**config.mk**
```make
export PLATFORM = sky130hd
export DESIGN_NAME = hrpwm_channel
export DESIGN_NICKNAME = d
export VERILOG_FILES = /design/src/verilog/hrpwm_pkg.sv /design/src/verilog/hrpwm_channel.sv
export VERILOG_INCLUDE_DIRS = /design/src /design/src/verilog
export SDC_FILE = /design/constraint.sdc
export NUM_CORES = 1
export LEC_CHECK = 0
export BUFFER_PORTS_ARGS = -buffer_cell sky130_fd_sc_hd__buf_2
export CAP_MARGIN = 20
export CORE_UTILIZATION = 50
export DETAILED_ROUTE_END_ITERATION = 8
export PLACE_DENSITY_LB_ADDON = 0.05
export REMOVE_ABC_BUFFERS = 1
export SYNTH_ARGS = -nofsm -noshare
export SYNTH_HDL_FRONTEND = slang
export SYNTH_SLANG_ARGS = --single-unit
```
**constraint.sdc**
```tcl
create_clock -name mclk -period 10.27 [get_ports mclk]
set_input_delay 0 -clock mclk [delete_from_list [all_inputs] [get_ports mclk]]
set_output_delay 0 -clock mclk [all_outputs]
set_load 0.03 [all_outputs]
```
**src/verilog/hrpwm_defs.svh**
```systemverilog
// hrpwm_defs.svh: constants of the high resolution pulse width channel
// assumes inclusion by its bare name from the package and the top module
`ifndef HRPWM_DEFS_SVH
`define HRPWM_DEFS_SVH

`define HRPWM_CNT_W 14
`define HRPWM_HR_W 4
`define HRPWM_EV_W 18
`define HRPWM_DUTY_W 24
`define HRPWM_DUTY_FRAC 23
`define HRPWM_ADJ_W 16
`define HRPWM_SMP_W 12
`define HRPWM_CTL_DIV 2'h3
`define HRPWM_CTL_SHIFT 2
`define HRPWM_PERIOD_RST 14'h0FFF
`define HRPWM_IRQ_W 8

`endif

```
**src/verilog/hrpwm_pkg.sv**
```systemverilog
// hrpwm_pkg.sv: carrier types of the pulse width channel
// assumes hrpwm_defs.svh is on the include path
`include "hrpwm_defs.svh"

package hrpwm_pkg;

    // ---------------------------------------------------------------
    // configuration carrier, one static word per setting
    // ---------------------------------------------------------------
    typedef struct packed {
        logic [`HRPWM_CNT_W-1:0] period;
        logic [`HRPWM_CNT_W-1:0] event1;
        logic [`HRPWM_EV_W-1:0] event2;
        logic [`HRPWM_EV_W-1:0] event3;
        logic [`HRPWM_EV_W-1:0] event4;
        logic signed [`HRPWM_ADJ_W-1:0] trim_a;
        logic signed [`HRPWM_ADJ_W-1:0] trim_b;
        logic [`HRPWM_CNT_W-1:0] phase_trig;
        logic [`HRPWM_SMP_W-1:0] sample1;
        logic [`HRPWM_SMP_W-1:0] sample2;
        logic [`HRPWM_CNT_W-1:0] blank_a_begin;
        logic [`HRPWM_CNT_W-1:0] blank_a_end;
        logic [`HRPWM_CNT_W-1:0] blank_b_begin;
        logic [`HRPWM_CNT_W-1:0] blank_b_end;
        logic [1:0] oversample;
        logic [3:0] irq_div_sel;
        logic open_loop;
        logic pol_a_low;
        logic pol_b_low;
    } hrpwm_cfg_t;

    // ---------------------------------------------------------------
    // output carrier
    // ---------------------------------------------------------------
    typedef struct packed {
        logic out_a;
        logic out_b;
        logic [`HRPWM_HR_W-1:0] step_a;
        logic [`HRPWM_HR_W-1:0] step_b;
        logic align_out;
        logic blank_a;
        logic blank_b;
        logic conv_trig1;
        logic conv_trig2;
        logic period_irq;
        logic gen_conv_trig;
        logic ctl_tick;
    } hrpwm_out_t;

    // ---------------------------------------------------------------
    // whole state of the channel
    // ---------------------------------------------------------------
    typedef struct packed {
        logic [1:0] sync_ff;
        logic sync_prev;
        logic [1:0] ctl_div;
        logic [`HRPWM_CNT_W-1:0] cnt;
        logic [`HRPWM_CNT_W-1:0] sub_cnt;
        logic [`HRPWM_CNT_W-1:0] period_act;
        logic [`HRPWM_DUTY_W-1:0] duty;
        logic [`HRPWM_IRQ_W-1:0] irq_cnt;
        logic raw_a;
        logic raw_b;
        hrpwm_out_t o;
    } hrpwm_state_t;

endpackage : hrpwm_pkg
```
**src/verilog/hrpwm_channel.sv**
```systemverilog
// hrpwm_channel.sv: one pulse width channel with outputs a and b
// assumes mclk is the fast pulse clock; sub-cycle steps drive an external
// sixteen-phase selector; align_in is asynchronous and is synchronised here
`include "hrpwm_defs.svh"

module hrpwm_channel (
    input wire logic mclk,
    input wire logic nrst,
    input wire hrpwm_pkg::hrpwm_cfg_t cfg,
    input wire logic [`HRPWM_DUTY_W-1:0] filter_duty,
    input wire logic filter_valid,
    input wire logic align_in,
    output hrpwm_pkg::hrpwm_out_t pwm_out
);
    import hrpwm_pkg::*;

    // ---------------------------------------------------------------
    // operation notes
    // ---------------------------------------------------------------
    // frame: the counter runs 0..period_act, period+1 cycles a frame
    // period_act is a shadow copy of the period setting
    // it loads only at frame end or at an alignment restart
    // so a period written mid-frame never cuts the running frame
    // after reset the shadow holds the long default period
    // so the first frame after reset is long whatever is set
    // an alignment restart does not end a frame for the interrupt
    // so the frame cut by a restart raises no interrupt of its own
    //
    // compares: every event is tested against the registered counter
    // an output moves one edge after the count that matches it
    // this keeps every top output straight out of a flip-flop
    // the cost is one cycle of latency on every edge and pulse
    // an event beyond the active period never fires; the falls of event2 and event4 saturate to it
    //
    // edges: event1 holds whole cycles only, it has no step part
    // events two to four carry a cycle part and a step part
    // the step part leaves on step_a and step_b as a level
    // an outside sixteen-phase selector turns it into sub-cycle delay
    // step_a follows the falling edge of output a only
    // step_b follows both edges of output b
    // hazard: the selector must take step_b before the next b edge
    // trims act on the falling edges only, in step units, signed
    // a trimmed edge is saturated into 0..period, never wrapped
    // polarity is applied after the edge logic, per output
    //
    // closed loop: event2 comes from the latched filter duty
    // the duty is a q23 fraction scaled by the active period
    // negative duty gives no on-time; the top code gives a full frame
    // open loop: event2 comes from the setting, the filter is ignored
    // the duty register still follows the filter in open loop
    // so switching back to closed loop uses the latest duty at once
    //
    // alignment: align_in passes two flip-flops, then an edge detector
    // the detector reads only the second stage, never the first
    // a rising edge restarts the counter three edges after the pin
    // a level held high restarts the frame only once
    // align_out pulses one cycle when the counter meets phase_trig
    // a phase_trig beyond the period gives no alignment pulse
    //
    // sampling: sample counts are in control clock units
    // they are scaled by four here to match the fast counter
    // the low two bits of a fast count cannot be reached that way
    // trigger one repeats period/factor apart when oversampling
    // its sub counter restarts at each frame start and restart
    // a sample1 beyond one sub-frame never fires at all
    // trigger two fires once a frame and is never oversampled
    // blanking windows come straight from their settings in any mode
    // a window whose begin lies after its end wraps the frame end
    //
    // interrupt: counts whole frames, fires at a frame end
    // it fires once every count+1 frames of the divide table
    // a divide setting of zero behaves like setting one
    // the same pulse doubles as the general_converter trigger
    // lowering the divide below the frames already counted fires at the next frame end
    //
    // control clock: ctl_tick is a one-cycle enable every four cycles
    // it is free-running from reset and not tied to the frame
    // so it keeps a steady rate across period changes and restarts
    //
    // limitations: settings are used as levels, without synchronisers
    // they must come from logic on mclk, not straight from pins
    // a settings change mid-frame may give one odd frame
    // the shadow period is the only setting guarded against that
    // ---------------------------------------------------------------
    // helper functions
    // ---------------------------------------------------------------

    // q23 fraction times period in step units; negatives clamp to zero
    function automatic logic [`HRPWM_EV_W-1:0] duty_to_edge(
        input logic [`HRPWM_DUTY_W-1:0] duty,
        input logic [`HRPWM_CNT_W-1:0] period
    );
        logic [`HRPWM_DUTY_W+`HRPWM_EV_W-1:0] prod;
        logic [`HRPWM_EV_W-1:0] full;
        full = {period, {`HRPWM_HR_W{1'b0}}};
        prod = {{`HRPWM_EV_W{1'b0}}, duty} * {{`HRPWM_DUTY_W{1'b0}}, full};
        if (duty[`HRPWM_DUTY_W-1] && duty[`HRPWM_DUTY_FRAC-1:0] == '0) begin
            duty_to_edge = full; // top code read as exactly 1.0
        end else if (duty[`HRPWM_DUTY_W-1]) begin
            duty_to_edge = '0;
        end else begin
            duty_to_edge = prod[`HRPWM_DUTY_FRAC +: `HRPWM_EV_W];
        end
    endfunction

    // falling edge plus signed trim, saturated into the period
    function automatic logic [`HRPWM_EV_W-1:0] add_trim(
        input logic [`HRPWM_EV_W-1:0] edge_pos,
        input logic signed [`HRPWM_ADJ_W-1:0] trim,
        input logic [`HRPWM_CNT_W-1:0] period
    );
        logic signed [`HRPWM_EV_W+1:0] sum;
        logic signed [`HRPWM_EV_W+1:0] lim;
        sum = $signed({2'b00, edge_pos}) + (`HRPWM_EV_W+2)'(trim);
        lim = $signed({2'b00, period, {`HRPWM_HR_W{1'b0}}});
        if (sum < 0) begin
            add_trim = '0;
        end else if (sum > lim) begin
            add_trim = lim[`HRPWM_EV_W-1:0];
        end else begin
            add_trim = sum[`HRPWM_EV_W-1:0];
        end
    endfunction

    // interrupt divide setting to count; setting 0 treated as 1
    function automatic logic [`HRPWM_IRQ_W-1:0] irq_count(input logic [3:0] sel);
        case (sel)
            4'h2: irq_count = 8'h01;
            4'h3: irq_count = 8'h03;
            4'h4: irq_count = 8'h07;
            4'h5: irq_count = 8'h0F;
            4'h6: irq_count = 8'h1F;
            4'h7: irq_count = 8'h2F;
            4'h8: irq_count = 8'h3F;
            4'h9: irq_count = 8'h4F;
            4'hA: irq_count = 8'h5F;
            4'hB: irq_count = 8'h7F;
            4'hC: irq_count = 8'h9F;
            4'hD: irq_count = 8'hBF;
            4'hE: irq_count = 8'hDF;
            4'hF: irq_count = 8'hFF;
            default: irq_count = 8'h00;
        endcase
    endfunction

    // window test: level high from begin up to but excluding end
    function automatic logic in_window(
        input logic [`HRPWM_CNT_W-1:0] c,
        input logic [`HRPWM_CNT_W-1:0] b,
        input logic [`HRPWM_CNT_W-1:0] e
    );
        if (b <= e) begin
            in_window = (c >= b) && (c < e);
        end else begin
            in_window = (c >= b) || (c < e); // window wraps the period end
        end
    endfunction

    // ---------------------------------------------------------------
    // state
    // ---------------------------------------------------------------
    hrpwm_state_t state_reg;
    hrpwm_state_t state_next;

    // ---------------------------------------------------------------
    // next-state logic
    // ---------------------------------------------------------------
    always_comb begin
        logic align_edge;
        logic period_end;
        logic [`HRPWM_EV_W-1:0] fall_a;
        logic [`HRPWM_EV_W-1:0] fall_b;
        logic [`HRPWM_EV_W-1:0] e2;
        logic [`HRPWM_CNT_W-1:0] seg;
        logic [`HRPWM_CNT_W-1:0] smp1;
        logic [`HRPWM_CNT_W-1:0] smp2;
        logic [`HRPWM_CNT_W-1:0] cnt_n;
        logic raw_a_n;
        logic raw_b_n;
        align_edge = 1'b0;
        period_end = 1'b0;
        fall_a = '0;
        fall_b = '0;
        e2 = '0;
        seg = '0;
        smp1 = '0;
        smp2 = '0;
        cnt_n = '0;
        raw_a_n = 1'b0;
        raw_b_n = 1'b0;
        state_next = state_reg;

        // only the second synchroniser stage feeds the edge detector
        state_next.sync_ff = {state_reg.sync_ff[0], align_in};
        state_next.sync_prev = state_reg.sync_ff[1];
        align_edge = state_reg.sync_ff[1] && !state_reg.sync_prev;

        // quarter-rate control clock enable
        state_next.ctl_div = state_reg.ctl_div + 2'h1;
        state_next.o.ctl_tick = (state_reg.ctl_div == `HRPWM_CTL_DIV);

        // duty latched from the loop filter; unused in open loop
        if (filter_valid) begin
            state_next.duty = filter_duty;
        end

        // time base: wrap at active period, restart on alignment
        period_end = (state_reg.cnt >= state_reg.period_act);
        if (align_edge) begin
            cnt_n = '0;
        end else if (period_end) begin
            cnt_n = '0;
        end else begin
            cnt_n = state_reg.cnt + `HRPWM_CNT_W'(1);
        end
        state_next.cnt = cnt_n;
        if (period_end || align_edge) begin
            state_next.period_act = cfg.period;
        end

        // edge positions: event2 from filter unless open loop
        e2 = cfg.open_loop ? cfg.event2 : duty_to_edge(state_reg.duty, state_reg.period_act);
        fall_a = add_trim(e2, cfg.trim_a, state_reg.period_act);
        fall_b = add_trim(cfg.event4, cfg.trim_b, state_reg.period_act);

        // cycle compares; event1 has no sub-cycle part
        raw_a_n = state_reg.raw_a;
        if (state_reg.cnt == cfg.event1) begin
            raw_a_n = 1'b1;
        end
        if (state_reg.cnt == fall_a[`HRPWM_EV_W-1:`HRPWM_HR_W]) begin
            raw_a_n = 1'b0;
            state_next.o.step_a = fall_a[`HRPWM_HR_W-1:0];
        end
        raw_b_n = state_reg.raw_b;
        if (state_reg.cnt == cfg.event3[`HRPWM_EV_W-1:`HRPWM_HR_W]) begin
            raw_b_n = 1'b1;
            state_next.o.step_b = cfg.event3[`HRPWM_HR_W-1:0];
        end
        if (state_reg.cnt == fall_b[`HRPWM_EV_W-1:`HRPWM_HR_W]) begin
            raw_b_n = 1'b0;
            state_next.o.step_b = fall_b[`HRPWM_HR_W-1:0];
        end
        state_next.raw_a = raw_a_n;
        state_next.raw_b = raw_b_n;
        state_next.o.out_a = raw_a_n ^ cfg.pol_a_low;
        state_next.o.out_b = raw_b_n ^ cfg.pol_b_low;

        // alignment pulse out for a slaved channel
        state_next.o.align_out = (state_reg.cnt == cfg.phase_trig);

        // blanking windows straight from their settings
        state_next.o.blank_a = in_window(state_reg.cnt, cfg.blank_a_begin,
            cfg.blank_a_end);
        state_next.o.blank_b = in_window(state_reg.cnt, cfg.blank_b_begin,
            cfg.blank_b_end);

        // sample counts scaled from control clock units
        smp1 = {cfg.sample1, {`HRPWM_CTL_SHIFT{1'b0}}};
        smp2 = {cfg.sample2, {`HRPWM_CTL_SHIFT{1'b0}}};

        // oversampling: sub counter repeats every period/factor
        seg = state_reg.period_act >> cfg.oversample;
        if (align_edge || period_end || state_reg.sub_cnt >= seg) begin
            state_next.sub_cnt = '0;
        end else begin
            state_next.sub_cnt = state_reg.sub_cnt + `HRPWM_CNT_W'(1);
        end
        state_next.o.conv_trig1 = (state_reg.sub_cnt == smp1);
        state_next.o.conv_trig2 = (state_reg.cnt == smp2);

        // scaled per-period interrupt, also a general_converter trigger
        state_next.o.period_irq = 1'b0;
        state_next.o.gen_conv_trig = 1'b0;
        if (period_end) begin
            if (state_reg.irq_cnt >= irq_count(cfg.irq_div_sel)) begin
                state_next.irq_cnt = '0;
                state_next.o.period_irq = 1'b1;
                state_next.o.gen_conv_trig = 1'b1;
            end else begin
                state_next.irq_cnt = state_reg.irq_cnt + `HRPWM_IRQ_W'(1);
            end
        end
    end

    // ---------------------------------------------------------------
    // state register; period resets to a constant, not to the port
    // ---------------------------------------------------------------
    always_ff @(posedge mclk or negedge nrst) begin
        if (!nrst) begin
            state_reg <= '0;
            state_reg.period_act <= `HRPWM_PERIOD_RST;
        end else begin
            state_reg <= state_next;
        end
    end

    assign pwm_out = state_reg.o;

endmodule // hrpwm_channel

```
== Word level (Yosys, flattened, before mapping) ==
Memories as Yosys holds them, arrays and structs flattened.
Cells that the tools add are included.

* Word-level logic and storage cells: 87
* Output and inout port bits: 18
* Register bits: 99
* Memories: 1
* Bits of input ports: 245
* Memory bits (read-only): 128

{| class="wikitable"
|+ Memories
! memory !! words !! bits a word !! rd ports !! clocked after memory_dff !! wr ports !! RTL line !! RTL
|-
| (name not given) || 16 || 8 || 1 || 0 || 0 || hrpwm_channel.sv:127 || <nowiki>case (sel)</nowiki>
|}

* Equality and inequality tests: 8
* Mux-type cells: 22
* Magnitude comparators: 13
* Add/subtract/negate cells: 6
* Bitwise gates (word level): 2
* Shift operators: 1
* Reduce and logical (&&, ||, !) cells: 11
* $mul: 1

{| class="wikitable"
|+ Operators by type and width
! operator !! count
|-
| two-way mux 18 bit || 7
|-
| == test 14 bit || 7
|-
| >= comparator 14 bit || 4
|-
| two-way mux 14 bit || 3
|-
| adder 19 x 16 -> 20 bit || 2
|-
| > comparator 20 x 19 -> 1 bit || 2
|-
| less-than comparator 20 x 1 -> 1 bit, second input constant || 2
|-
| multiplier 24 x 14 -> 37 bit || 1
|-
| adder 14 x 1 -> 14 bit, second input constant || 2
|-
| <= comparator 14 bit || 2
|-
| less-than comparator 14 bit || 2
|-
| zero test 23 bit || 1
|-
| two-way mux 8 bit || 2
|-
| >> shifter 14 x 2 -> 14 bit || 1
|-
| adder 8 x 1 -> 8 bit, second input constant || 1
|-
| >= comparator 8 bit || 1
|-
| two-way mux 4 bit || 2
|-
| two-way mux 1 bit || 6
|-
| logical AND 1 bit || 4
|-
| logical OR 1 bit || 4
|-
| two-way mux 2 bit || 2
|-
| adder 2 x 1 -> 2 bit, second input constant || 1
|-
| == test 2 bit, second input constant || 1
|-
| nonzero test 2 bit || 1
|-
| 2 further kinds || 3
|}

== Longest topological paths before layout ==
* Depth after elaboration: 11
* Gate-level depth with buffers: 48
* Depth with buffers taken out: 45

== Worst setup path before layout ==
Ideal clock, no wire load.

* Kind: register to register
* From: register state_reg[57] (netlist name)
* To: register state_reg, in the netlist pwm_out[15]
* Cell stages (with the launch flop): 45
* Data required time: 10145 ps
* Path slack: 275 ps
* Clock period less this slack: 9995 ps
* Path buffers: 3
* Library setup time: 125 ps
* Data arrival time: 9870 ps
* Cell sequence: dfstp_2 clkbuf_1 clkbuf_1 nand2_1 fa_1 fa_1 fa_1 inv_1 fa_1 fa_1 inv_1 fa_1 inv_1 ha_1 nand4_1 nand2_1 a21oi_1 a211o_1 (+9 left out) a21o_1 a31oi_1 o2bb2ai_1 o31a_1 and4b_1 nor3_1 inv_1 ha_1 nand4_1 nor2_1 and3_1 o21ai_0 o211ai_1 a21boi_1 mux2i_1 nand3_1 a21oi_1 mux2_2

* Longest elaborated chain between the ends: 9
* Elaborated cells between the ends (all ways): 10
* Classes of those cells: add/sub: 1; mul: 1; order compare: 2; eq/ne: 1; mux: 5

{| class="wikitable"
|+ RTL lines
! element !! RTL line !! RTL
|-
| from (decl) || hrpwm_channel.sv:162 || <nowiki>hrpwm_state_t state_reg;</nowiki>
|-
| from (signal assigned) || hrpwm_channel.sv:294 || <nowiki>state_reg <= state_next;</nowiki>
|-
| multiplier 24 x 14 -> 37 bit || hrpwm_channel.sv:96 || <nowiki>prod = {{`HRPWM_EV_W{1'b0}}, duty} * {{`HRPWM_DUTY_W{1'b0}}, full};</nowiki>
|-
| two-way mux 18 bit || hrpwm_channel.sv:99 || <nowiki>end else if (duty[`HRPWM_DUTY_W-1]) begin</nowiki>
|-
| two-way mux 18 bit || hrpwm_channel.sv:97 || <nowiki>if (duty[`HRPWM_DUTY_W-1] && duty[`HRPWM_DUTY_FRAC-1:0] == '0) begin</nowiki>
|-
| two-way mux 18 bit || hrpwm_channel.sv:222 || <nowiki>e2 = cfg.open_loop ? cfg.event2 : duty_to_edge(state_reg.duty, state_reg.period_act);</nowiki>
|-
| adder 19 x 16 -> 20 bit || hrpwm_channel.sv:114 || <nowiki>sum = $signed({2'b00, edge_pos}) + (`HRPWM_EV_W+2)'(trim);</nowiki>
|-
| > comparator 20 x 19 -> 1 bit || hrpwm_channel.sv:118 || <nowiki>end else if (sum > lim) begin</nowiki>
|-
| two-way mux 18 bit || hrpwm_channel.sv:118 ||
|-
| two-way mux 18 bit * || hrpwm_channel.sv:116 || <nowiki>if (sum < 0) begin</nowiki>
|-
| == test 14 bit || hrpwm_channel.sv:231 || <nowiki>if (state_reg.cnt == fall_a[`HRPWM_EV_W-1:`HRPWM_HR_W]) begin</nowiki>
|}

Mark *: on every way between the ends. The rest lies on a longest branch, timed or not.
A chain may end at the register's enable or synchronous reset.

== Worst setup path in the final report ==
* From: register state_reg[56] (netlist name)
* To: register state_reg, in the netlist pwm_out[15]

The elaborated chain is that of the path after synthesis.

==> run summary <==
Slowest cell delay on critical path = 0.54 ns
Die ar. = 45300 sq um
Post-Synthesis Cells = 2607
Post-synthesis register bit count = 98
Max reg flops = 79
CTS tree = done
Io pins = 263
Mapped Area = 22200 sq um
Overall Global Routing Usage = 31.1%
Seq. cell area = 2500 sq um
Final core occ = 59.0%
# placed instances = 3399
Number of I/O port buffers = 262
Detailed-route DRC error count = 0
Row Count = 76
Die Wd = 213 um
Post-synth top flop = dfrtp_1
Vias in the first global route = 20162
Final instance area = 25600 sq um
Placed instance area = 24300 sq um
First-pass GRT wire length = 108 mm
Longest Clk Path Bufs = 2
Relative slew margins = 32.5%
Crit. End Element = flop
Critical path's most frequent cell = fa_1
Clk root buf = clkbuf_16
Vias per cell = 5.62
Top post-synthesis cells by area = fa_1 (24%), ha_1 (16%), dfrtp_1 (9.7%), inv_1 (6.8%), nand2_1 (5.0%)
CTS buffer count = 9
CP Data Required Time = 10.52 ns
Largest net degree at the start of global routing = 51
Final setup violation count = 0
Max Fanout on Critical Path = 8
Worst path arrival time = 10.21 ns
Reg clk slew, reported paths = 0.07 ns
Achievable frequency = 100 MHz
Max cap viols = 0
DRT iter0 DRCs = 1338
Final Critical Period = 9.96 ns
Die Height = 213 um
Critical Path Start Type = flop
Hold Path Class = in2reg
Post-DP HPWL = 54.8 mm
Layout fillers = 4014
Detailed-route wire length = 69.6 mm
CP top delay family = adder cells
Initial antenna violation count = 1
Post-Syn Area per Cell = 8.52 sq um
Cell variety after synth = 84
Layout cells sized above 1 = 17.6%
Initial core utilization = 51.1%
Final Cycle Share = 97.0%
Final max-slew violation count = 0
Total gr overflow = 0
DRT Pass-1 Iters = 6
Final hold vios = 0
Critical Path Slowest Stage Cell = fa_1
Nets = 3703
P&R area growth vs syn = 15.3%
Worst Path Buf+Inv = 6
GPL Wtd Cong = 0.952
Post-synth top area cell = fa_1
Ys async rst share = 100%
Via count = 19652
Clk_lat worst skew = 0.37 ns
Register area share after synthesis = 11.1%
Antenna-violating nets left = 0
Status = finished, final reports clean
Setup CP Type = reg2reg
Avg WL per Cell = 19.9 um
Clock Sinks = 98
H-tree levels = 3
Top cell type's share of synthesized area = 23.5%
Number of flops mapped to enable cells by yosys = 0
Fin cells = 3496
Worst Skew = 0.00832 ns
CORE AREA = 43500 sq um
YS warnings = 0
Worst-margin pin slew = 1.01 ns
Multi-input logic area = 17900 sq um
# diodes = 0
worst register-to-register path: cells and delay by family (launching register included):
kind | cells | cell delay, ns
simple gates | 9 | 1.41
compound gates | 16 | 2.67
buf+inv | 6 | 0.44
fa+ha+maj | 9 | 3.90
flops | 1 | 0.52
mux | 2 | 0.62
xor+xnor | 1 | 0.25
cell type report:
class | count | area share, %
clock inverter | 6 | 0.225
tap | 585 | 2.86
inverter | 401 | 5.88
sequential | 98 | 9.75
multi-input combinational | 1972 | 69.7
clock buffer | 10 | 0.933
timing repair buffer | 424 | 10.6
synth_stat cells, drive strengths merged (4+ instances only):
library cell,number
nand2b,22
o31ai,8
nor4,34
a31oi,19
xor2,68
and3,21
o21a,15
dfrtp,86
mux2,37
o21ai,121
o2111ai,5
a21o,41
or4,7
nand4,38
o2bb2ai,4
a22oi,6
or2,6
nand3,49
o221ai,13
dfstp,12
nor2,81
fa,261
a211o,6
o211ai,10
xnor2,77
or3,6
a221oi,5
o22ai,5
mux4,8
a21oi,105
a211oi,18
nor3,29
a221o,4
and4,6
ha,291
buf,31
clkbuf,105
nand2,298
and2,160
a21boi,7
o21bai,4
mux2i,13
nor2b,25
inv,400
metal layers:
layer	vias up	global-route usage (%)	routed length [um]	share of wire (%)
met5	-	0	0	0
met4	0	11.3	2410	3.5
met3	145	4.60	4760	6.8
met2	765	52.6	33100	48
met1	9548	40.2	29300	42
li1	9194	-	-	-
repair_timing:
item,4_1_cts,5_1_grt
hold endpoints to repair,92,0
pin swaps,0,21
hold buffers,54,0
gates cloned,0,0
setup buffers,2,24
endpoints found under the setup margin,6,6
resized for setup,3,73
final timing paths:
kind,slack [ns],to,cells past startpoint,startpoint
max in group asynchronous,8.88,pwm_out[6],3,nrst
max,0.31,pwm_out[15],43,state_reg[56]
min,0.01,pwm_out[11],4,cfg[156]
max reg2reg,0.31,pwm_out[15],43,state_reg[56]
min reg2reg,0.36,state_next[96],0,state_next[98]
min in group asynchronous,0.19,state_reg[31],2,nrst
through the flow:
| step | worst slack (ns) | setup TNS [ns] | hold WS, ns |
|---|---|---|---|
| 4_1_cts | 0.00969 | 0 | 0.00853 |
| 2_1_floorplan | 0.579 | 0 | -0.296 |
| 6_report | 0.312 | 0 | 0.0100 |
| 5_1_grt | -0.0318 | -0.0337 | 0.0643 |
| 3_5_place_dp | -0.153 | -0.570 | 0.0687 |
| 3_3_place_gp | 0.0812 | 0 | 0.0644 |
kinds of logic (layout without fill, tap and decap cells):
logic type	after synthesis	in the layout	synth area share [%]
fa+ha+maj	554	554	40.0
buf+inv	537	841	9.53
flops	98	98	11.1
xor+xnor	145	145	5.72
compound gates	422	422	12.2
mux	58	58	3.27
simple gates	793	793	18.2
cell usage in the layout (no fill, tap or decap), drive strengths merged, types with 7 or more instances in the layout:
master       synthesis  final
a21o                41     41
fa                 261    261
mux2i               13     13
o221ai              13     13
o21ai              121    121
o31ai                8      8
a31oi               19     19
dfstp               12     12
nor4                34     34
inv                400    404
a21boi               7      7
ha                 291    291
xnor2               77     77
nand2b              22     22
mux2                37     37
nand3               49     49
and2               160    160
o21a                15     15
nor2b               25     25
xor2                68     68
nand4               38     38
or4                  7      7
nor3                29     29
buf                 31    370
nor2                81     81
dlygate4sd3          0     54
o211ai              10     10
a211oi              18     18
clkbuf             105     10
and3                21     21
a21oi              105    105
mux4                 8      8
nand2              298    298
dfrtp               86     86
Power is not shown: default switching activity piles up to over one toggle a cycle in this logic, so the estimate is an artifact.
